===== config.mk =====
export PLATFORM = sky130hd
export DESIGN_NAME = epd_serial_device_flat
export DESIGN_NICKNAME = d
export VERILOG_FILES = /design/src/logic/epd_serial_pkg.sv /design/src/logic/epd_serial_if.sv /design/src/logic/epd_serial_device.sv /design/src/flat_wrapper.sv
export SDC_FILE = /design/constraint.sdc
export NUM_CORES = 1
export LEC_CHECK = 0
export BUFFER_PORTS_ARGS = -buffer_cell sky130_fd_sc_hd__clkbuf_2
export CAP_MARGIN = 20
export CORE_MARGIN = 1.5
export CORE_UTILIZATION = 55
export CTS_CLUSTER_DIAMETER = 120
export DETAILED_ROUTE_END_ITERATION = 8
export PLACE_DENSITY_LB_ADDON = 0.25
export SYNTH_ARGS = -nofsm -noshare
export SYNTH_HDL_FRONTEND = slang
export SYNTH_SLANG_ARGS = --single-unit
export TNS_END_PERCENT = 100

===== constraint.sdc =====
create_clock -name clk -period 2.1 [get_ports clk]
set_input_delay 0.315 -clock clk [delete_from_list [all_inputs] [get_ports clk]]
set_output_delay 0.315 -clock clk [all_outputs]
set_load 0.03 [all_outputs]

===== src/logic/epd_serial_pkg.sv =====
package epd_serial_pkg;
   // ==========================================================
   // Frame layout
   localparam int BYTE_BITS = 8;
   localparam int FRAME3_BITS = 9;
   localparam logic [3:0] CNT_RESET = 4'h0;
   localparam logic [3:0] LAST_BIT4 = 4'h7;
   localparam logic [3:0] LAST_BIT3 = 4'h8;
   localparam logic [7:0] NOP_CMD = 8'hff;
   localparam logic [7:0] BYTE_RESET = 8'h00;
   // ==========================================================
   // Link timing
   localparam int CLK_PERIOD_NS = 10;
   localparam int SCLK_CYCLE_NS = 250;
   localparam int SCLK_HALF_CYC = (SCLK_CYCLE_NS / 2 + CLK_PERIOD_NS - 1) / CLK_PERIOD_NS;
   localparam logic [4:0] HALF_CNT = 5'(SCLK_HALF_CYC);
   localparam int CSS_NS = 120;
   localparam int CSS_CYC = (CSS_NS + CLK_PERIOD_NS - 1) / CLK_PERIOD_NS;
   localparam logic [4:0] CSS_CNT = 5'(CSS_CYC);
endpackage

===== src/logic/epd_serial_if.sv =====
`timescale 1ns/1ps
interface epd_serial_if;
   logic serialClk;
   logic serialDataIn;
   logic chipSelN;
   logic dataCmd;
   logic modeSelect;
   modport device (
      input serialClk,
      input serialDataIn,
      input chipSelN,
      input dataCmd,
      input modeSelect
   );
   modport host (
      output serialClk,
      output serialDataIn,
      output chipSelN,
      output dataCmd,
      output modeSelect
   );
endinterface


===== src/logic/epd_serial_device.sv =====
`timescale 1ns/1ps

// How it works
// - Strap low: 4-wire, 8-bit, separate D/C line
// - Strap high: 3-wire, 9-bit frames
// - CS low, D/C selects; sample rising clock
// - MSB first into 8-bit shift register
// - Completed byte goes to RAM or command
// - Write only, never drives toward host
// - 3-wire: flag bit then bits 7..0
// - 3-wire flag 1 data, 0 command
// - 3-wire ignores the D/C pin
// - Command FF is a no-operation
module epd_serial_device
   import epd_serial_pkg::*;
(
   // System
   input wire logic clk,
   input wire logic rst,
   // Link
   epd_serial_if.device link,
   // Received bytes
   output logic [7:0] rxByte,
   output logic ramWrite,
   output logic cmdWrite,
   output logic nopSeen
);
   import epd_serial_pkg::*;

   // ==========================================================
   // Decoding helpers
   // The all-ones command is told apart from all others in this one place.
   function automatic logic isNopByte(input logic [7:0] value);
      return value == NOP_CMD;
   endfunction

   // Index of the last bit of a frame, counted from zero after the select falls.
   function automatic logic [3:0] frameLastBit(input logic threeWireMode);
      return threeWireMode ? LAST_BIT3 : LAST_BIT4;
   endfunction

   // A byte goes to display memory when its data/command selection is high.
   function automatic logic routeToRam(input logic threeWireMode, input logic flag,
         input logic dcPin);
      return threeWireMode ? flag : dcPin;
   endfunction

   // ==========================================================
   // Pin synchronisers
   // Every pin crosses two flops. The sampled serial clock edge therefore lags the
   // pin by two cycles, and data, select and mode are delayed by the same amount,
   // so setup and hold seen at the pins carry over to the sampled copies.
   // The select resets to its idle level, high, so no frame seems to start.
   logic [1:0] sclkS_r;
   logic [1:0] sdiS_r;
   logic [1:0] csS_r;
   logic [1:0] dcS_r;
   logic [1:0] modeS_r;

   always_ff @(posedge clk) begin
      if (rst) begin
         sclkS_r <= 2'h0;
         sdiS_r <= 2'h0;
         csS_r <= 2'h3;
         dcS_r <= 2'h0;
         modeS_r <= 2'h0;
      end else begin
         sclkS_r <= {sclkS_r[0], link.serialClk};
         sdiS_r <= {sdiS_r[0], link.serialDataIn};
         csS_r <= {csS_r[0], link.chipSelN};
         dcS_r <= {dcS_r[0], link.dataCmd};
         modeS_r <= {modeS_r[0], link.modeSelect};
      end
   end

   // Sampled data levels, as seen by everything past the synchronisers.
   logic sdiBit;
   logic dcBit;

   assign sdiBit = sdiS_r[1];
   assign dcBit = dcS_r[1];

   // ==========================================================
   // Serial clock edge detection
   // The previous level resets low, the idle level of the serial clock, so no
   // false edge follows reset.
   logic sclkPrev_r;
   logic sclkRise;
   logic selected;
   logic rise;

   always_ff @(posedge clk) begin
      if (rst) begin
         sclkPrev_r <= 1'b0;
      end else begin
         sclkPrev_r <= sclkS_r[1];
      end
   end

   assign sclkRise = sclkS_r[1] & ~sclkPrev_r;
   assign selected = ~csS_r[1];
   assign rise = sclkRise & selected;

   // ==========================================================
   // Mode selection
   // The strap is read on every cycle rather than latched per frame; the board
   // holds it still, so a strap that moves in mid-frame is not guarded against.
   logic threeWire;
   logic [3:0] lastBit;

   assign threeWire = modeS_r[1];
   assign lastBit = frameLastBit(threeWire);

   // ==========================================================
   // Frame counting
   // A high select clears the count, so a cut frame is dropped and the next
   // frame always starts at its first bit.
   logic [3:0] bitCnt_r;
   logic done;
   logic flagSlot;

   assign done = rise && (bitCnt_r == lastBit);
   assign flagSlot = threeWire && (bitCnt_r == CNT_RESET);

   always_ff @(posedge clk) begin
      if (rst || !selected) begin
         bitCnt_r <= CNT_RESET;
      end else if (done) begin
         bitCnt_r <= CNT_RESET;
      end else if (rise) begin
         bitCnt_r <= bitCnt_r + 4'h1;
      end
   end

   // ==========================================================
   // Shift register and routing flag
   logic [7:0] shift_r;
   logic flag_r;

   always_ff @(posedge clk) begin
      if (rst) begin
         flag_r <= 1'b0;
      end else if (rise && flagSlot) begin
         flag_r <= sdiBit;
      end
   end

   always_ff @(posedge clk) begin
      if (rst) begin
         shift_r <= BYTE_RESET;
      end else if (rise && !flagSlot) begin
         shift_r <= {shift_r[6:0], sdiBit};
      end
   end

   // ==========================================================
   // Byte delivery
   // The byte is handed over on the cycle of its last sampled rise, so it is
   // taken from the shift register together with the incoming bit.
   // A byte is reported three cycles after the pin edge that ends it, so a
   // host must not expect an earlier answer.
   logic [7:0] full;
   logic isData;
   logic isNop;

   assign full = {shift_r[6:0], sdiBit};
   assign isData = routeToRam(threeWire, flag_r, dcBit);
   assign isNop = isNopByte(full);

   always_ff @(posedge clk) begin
      if (rst) begin
         rxByte <= BYTE_RESET;
      end else if (done) begin
         rxByte <= full;
      end
   end

   always_ff @(posedge clk) begin
      if (rst) begin
         ramWrite <= 1'b0;
      end else begin
         ramWrite <= done && isData;
      end
   end

   always_ff @(posedge clk) begin
      if (rst) begin
         cmdWrite <= 1'b0;
      end else begin
         cmdWrite <= done && !isData && !isNop;
      end
   end

   // The all-ones command gets its own pulse and never reaches the command
   // register, so it cannot disturb a write sequence in progress.
   always_ff @(posedge clk) begin
      if (rst) begin
         nopSeen <= 1'b0;
      end else begin
         nopSeen <= done && !isData && isNop;
      end
   end

   // ==========================================================
   // Write-only port
   // The link modport carries inputs only, so nothing in this module can drive
   // data back toward the host, whatever mode the strap selects.
endmodule


===== src/flat_wrapper.sv =====
// flat-port wrapper written by rule: the top's interface ports become plain ports
module epd_serial_device_flat import epd_serial_pkg::*;
  (clk, rst, rxByte, ramWrite, cmdWrite, nopSeen, link_serialClk, link_serialDataIn, link_chipSelN, link_dataCmd, link_modeSelect);
  epd_serial_if link_i ();
  input wire logic clk;
  input wire logic rst;
  output logic [7:0] rxByte;
  output logic ramWrite;
  output logic cmdWrite;
  output logic nopSeen;
  input wire logic [$bits(link_i.serialClk)-1:0] link_serialClk;
  input wire logic [$bits(link_i.serialDataIn)-1:0] link_serialDataIn;
  input wire logic [$bits(link_i.chipSelN)-1:0] link_chipSelN;
  input wire logic [$bits(link_i.dataCmd)-1:0] link_dataCmd;
  input wire logic [$bits(link_i.modeSelect)-1:0] link_modeSelect;
  assign link_i.serialClk = link_serialClk;
  assign link_i.serialDataIn = link_serialDataIn;
  assign link_i.chipSelN = link_chipSelN;
  assign link_i.dataCmd = link_dataCmd;
  assign link_i.modeSelect = link_modeSelect;
  epd_serial_device u_core (.clk(clk), .rst(rst), .link(link_i), .rxByte(rxByte), .ramWrite(ramWrite), .cmdWrite(cmdWrite), .nopSeen(nopSeen));
endmodule

# --- Yosys cells after proc, flatten, opt, wreduce, memory -nomap -nowiden ---
# Cells that the tools add are included.
op_classes:
  n_mux: 2
  n_bitwise: 4
  eq_ne: 2
  addsub: 1
  reduce_logical: 14
op_table:
  columns: ["cell", "count"]
  rows:
  - ["equality test 8 bit (second input constant)", 1]
  - ["logical AND 1 bit", 8]
  - ["adder 4 x 1 -> 4 bit (second input constant)", 1]
  - ["equality test 4 bit", 1]
  - ["logical NOT 4 bit", 1]
  - ["2-to-1 mux 4 bit", 1]
  - ["logical NOT 1 bit", 3]
  - ["bitwise AND 1 bit", 2]
  - ["NOT 1 bit", 2]
  - ["OR reduction 2 bit", 1]
  - ["logical OR 1 bit", 1]
  - ["2-to-1 mux 1 bit", 1]
word_totals:
  in_bits: 7
  ff_bits: 34
  elab_cells: 36
  output_inout_bits: 11

# --- Logic depth before layout (Yosys ltp) ---
depth:
  word_depth: 6
  depth_mapped: 6
  mapped_depth_nobuf: 5

# --- Worst setup path after synthesis ---
# No wires, ideal clock.
synth_path:
  kind: "register -> register"
  startpoint: "register u_core.bitCnt_r[0]"
  endpoint: "register u_core.rxByte[0]"
  n_path_buf: 1
  path_stages_with_launch: 5
  arrival_time_ns: 1.520
  required_ns: 2.028
  slack_ns: 0.508
  cell_sequence: "dfxtp_1 or4b_4 a221oi_4 buf_6 mux2i_1"
synth_via:
  elab_chain_len: 2
synth_rtl:
  columns: ["element", "line_no", "source"]
  rows:
  - ["from (decl)", "epd_serial_device.sv:118", "logic [3:0] bitCnt_r;"]
  - ["from (signal assigned)", "epd_serial_device.sv:131", "bitCnt_r <= bitCnt_r + 4'h1;"]
  - ["equality test 4 bit", "epd_serial_device.sv:122", "assign done = rise && (bitCnt_r == lastBit);"]
  - ["logical AND 1 bit", "epd_serial_device.sv:122", null]
  - ["to (signal assigned)", "epd_serial_device.sv:174", "rxByte <= full;"]
  - ["to (decl)", "epd_serial_device.sv:23", "output logic [7:0] rxByte,"]
# No other way between the ends.
# A chain may end at the register's enable or synchronous reset.

# --- Final worst setup path ---
layout_path:
  startpoint: "register u_core.bitCnt_r[0]"
  endpoint: "register u_core.rxByte[3]"
# The elaborated chain is that of the path after synthesis.

==> summary.txt <==
Hold Fails Final Rpt: 0
Die Ht: 52.8 microns
All-Layer GR Usage: 19.7%
CP max stage cell: or4b_4
Placed cell area: 1480 sq um
Clock group share of total power: 31.5%
Cts bufs inserted: 5
Syn Nets: 144
Top cells by area, synth: dfxtp_1 (50%), mux2i_1 (7.3%), nand2b_1 (7.3%)
Post-route setup TNS: 0 ns
CP Launch Type: register
Synth warn: 0
Die Footprint: 2790 sq um
Antenna cells: 0
#FFs+latches synth: 34
DIE WIDTH: 52.8 microns
Pwr/cell area: 666 nW/um^2
Vias after detailed routing: 978
CP arrival: 1.99 ns
P_sw: 0.222 mW
I/O pins: 18
Internal: 0.794 mW
Lkg Pwr: 0.547 nW
Sink Count: 34
Largest net degree at the start of global routing: 30
Vias in the first global route: 907
Crit Path Class: reg2reg
Max-cap violations: 0
# fillers: 186
Synth Cell Area: 1360 sq um
Post-CTS Setup Inserts: 0
Tmin final: 1.74 ns
Syn Area/Cell: 10.1 sq um
Leading area contributor after synthesis: dfxtp_1
Combinational fraction of design power: 3.7%
Worst-path clk slew: 0.10 ns
Synthesis-to-layout area growth: 11.7%
Async set-reset flop share out of synthesis: 0%
Final ANT Viol Nets: 0
Relative max-transition margin: 76.5%
Cts-stage hold buffer count: 0
Worst-Skew Late Latency: 0.32 ns
Net Sw Frac: 21.8%
CP endpoint kind: register
Final Max Slew Viols: 0
Finished Cell Area: 1520 sq um
WL final: 2.35 mm
Slew @ Worst Pin: 0.351 ns
Hpwl dp: 1.64 mm
Netlist cell types: 31
Most used DFF post-synth: dfxtp_1
Req. time, crit path: 2.35 ns
Max incr delay on CP: 0.58 ns
Share of the synthesized area in the top cell type: 49.9%
Setup Viol. Count Final: 0
GR Overflow Total: 0
Fin crit share: 83.0%
Met3 GRT Util: 6.00%
Initial drt markers: 12
RSZ-0062 raised after global routing: false
Nets: 164
Layout cells sized above 1: 21.9%
Resized Gates After CTS: 0
Worst-path cell chain: or4b_4 > a221oi_4 > buf_4 > mux2i_1
Commonest cells post-synth: dfxtp_1 (34), nand2b_1 (16), mux2i_1 (10)
Vias per inst: 5.34
Clk buf depth: 2
DR pass1 iterations: 4
Max FO, Critical Path: 13
CORE AREA: 2280 sq um
Fin util: 67.0%
Port Buf Inserts: 17
Root buffer cell: clkbuf_4
Flop pwr share: 64.8%
EDFF count, synth: 0
GPL Wtd Cong: 0.823
FMAX: 574 MHz
Most Crowded Layer GR: met2
Wire per inst: 12.8 microns
Met2 usage: 32.9%
CTS tree: built
Cells on worst reg2reg path: 4
Hold slack: 0.175 ns
FP Rows: 17
Count leader, synth: dfxtp_1
H-tree Lvls: 2
Synth Instances: 135
Met1 usage: 23.5%
Antenna violations before repair: 0
Hold depth: 2
First-pass GRT wire length: 3.95 mm
Power, Total: 1.02 mW
Clock Skew: 0.00747 ns
Status: completed
DRC Markers: 0
Starting density of the core: 59.9%
Worst min-delay path category: in2reg
Worst IR Drop VDD: 0.493 mV
Register area share after synthesis: 49.9%
-- worst paths after layout --
kind | startpoint | to | slack [ns]
worst min-delay path | link_chipSelN | u_core.csS_r[0]$_SDFF_PP1_ | 0.17
worst min register to register | u_core.csS_r[0]$_SDFF_PP1_ | u_core.csS_r[1]$_SDFF_PP1_ | 0.42
worst max register to register | u_core.bitCnt_r[0]$_SDFFE_PP0P_ | u_core.rxByte[3]$_SDFFE_PP0P_ | 0.36
worst max-delay path | u_core.bitCnt_r[0]$_SDFFE_PP0P_ | u_core.rxByte[3]$_SDFFE_PP0P_ | 0.36
-- state kept, by name, indices dropped and copies added, names as in the netlist --
name and count:
u_core.rxByte 8, u_core.shift_r 7, u_core.bitCnt_r 4, u_core.csS_r 2, u_core.dcS_r 2, u_core.modeS_r 2, u_core.sclkS_r 2, u_core.sdiS_r 2
u_core.cmdWrite 1, u_core.flag_r 1, u_core.nopSeen 1, u_core.ramWrite 1, u_core.sclkPrev_r 1
-- worst max-delay path, delay by kind of cell, from the launching register on --
family	cells	cell delay [ns]
DFF	1	0.38
buffers and inverters	1	0.26
AOI/OAI and AO/OA	1	0.23
and+or+nand+nor	1	0.58
muxes	1	0.22
-- layer usage --
layer | vias to the layer above | routed length [microns]
li1 | 507 | -
met1 | 446 | 1080
met2 | 21 | 1150
met3 | 4 | 99
met4 | 0 | 24
met5 | - | 0
-- area by class of cell --
class	count	area, sq um	area share, %
clock buffers	5	37.5	2.46
clock inverters	2	10.0	0.657
inverters	5	18.8	1.23
multi-input cells	88	627	41.1
flip-flops and latches	34	681	44.7
well taps	28	35.0	2.30
repair buffers	21	115	7.55
-- power groups by stage --
| stage | clock network (mW) | logic, mW | registers, mW |
|---|---|---|---|
| 4_1_cts | 0.333 | 0.0385 | 0.658 |
| 6_report | 0.320 | 0.0381 | 0.658 |
| 5_1_grt | 0.358 | 0.0418 | 0.659 |
| 2_1_floorplan | 0 | 0.0279 | 0.672 |
| 3_5_place_dp | 0 | 0.0384 | 0.673 |
| 3_3_place_gp | 0 | 0.0373 | 0.672 |
-- stage by stage --
stage	setup slack, ns	cells
floorplan	0.508	135
global placement	0.437	176
detailed placement	0.382	176
CTS	0.358	183
global route	0.247	183
finish	0.357	183
-- cell families (layout without fill, tap and decap cells) --
kind of cell,count (synthesis),in the layout,share of synthesized area [%]
and+or+nand+nor,54,54,26.1
DFF,34,34,49.9
AOI/OAI and AO/OA,21,21,10.1
buffers and inverters,13,33,4.13
muxes,10,10,7.34
adders and majority gates,2,2,1.83
xor gates and xnor gates,1,1,0.642
-- layout by cell type, fill, tap and decap left out, types with 2 or more instances in the layout --
cell type  netlist  routed
dfxtp_1         34      34
clkbuf_2         0      17
nand2b_1        16      16
mux2i_1         10      10
nor2b_1          9       9
nand3_1          9       9
o21ai_0          8       8
a21oi_1          8       8
inv_1            5       5
clkbuf_4         0       5
buf_4            0       4
or2_2            3       3
nor3_1           3       3
nand4_1          2       2
nand4bb_1        2       2
nor3b_1          2       2
ha_1             2       2
clkinv_2         0       2
Power figures use the tool's default switching activity.
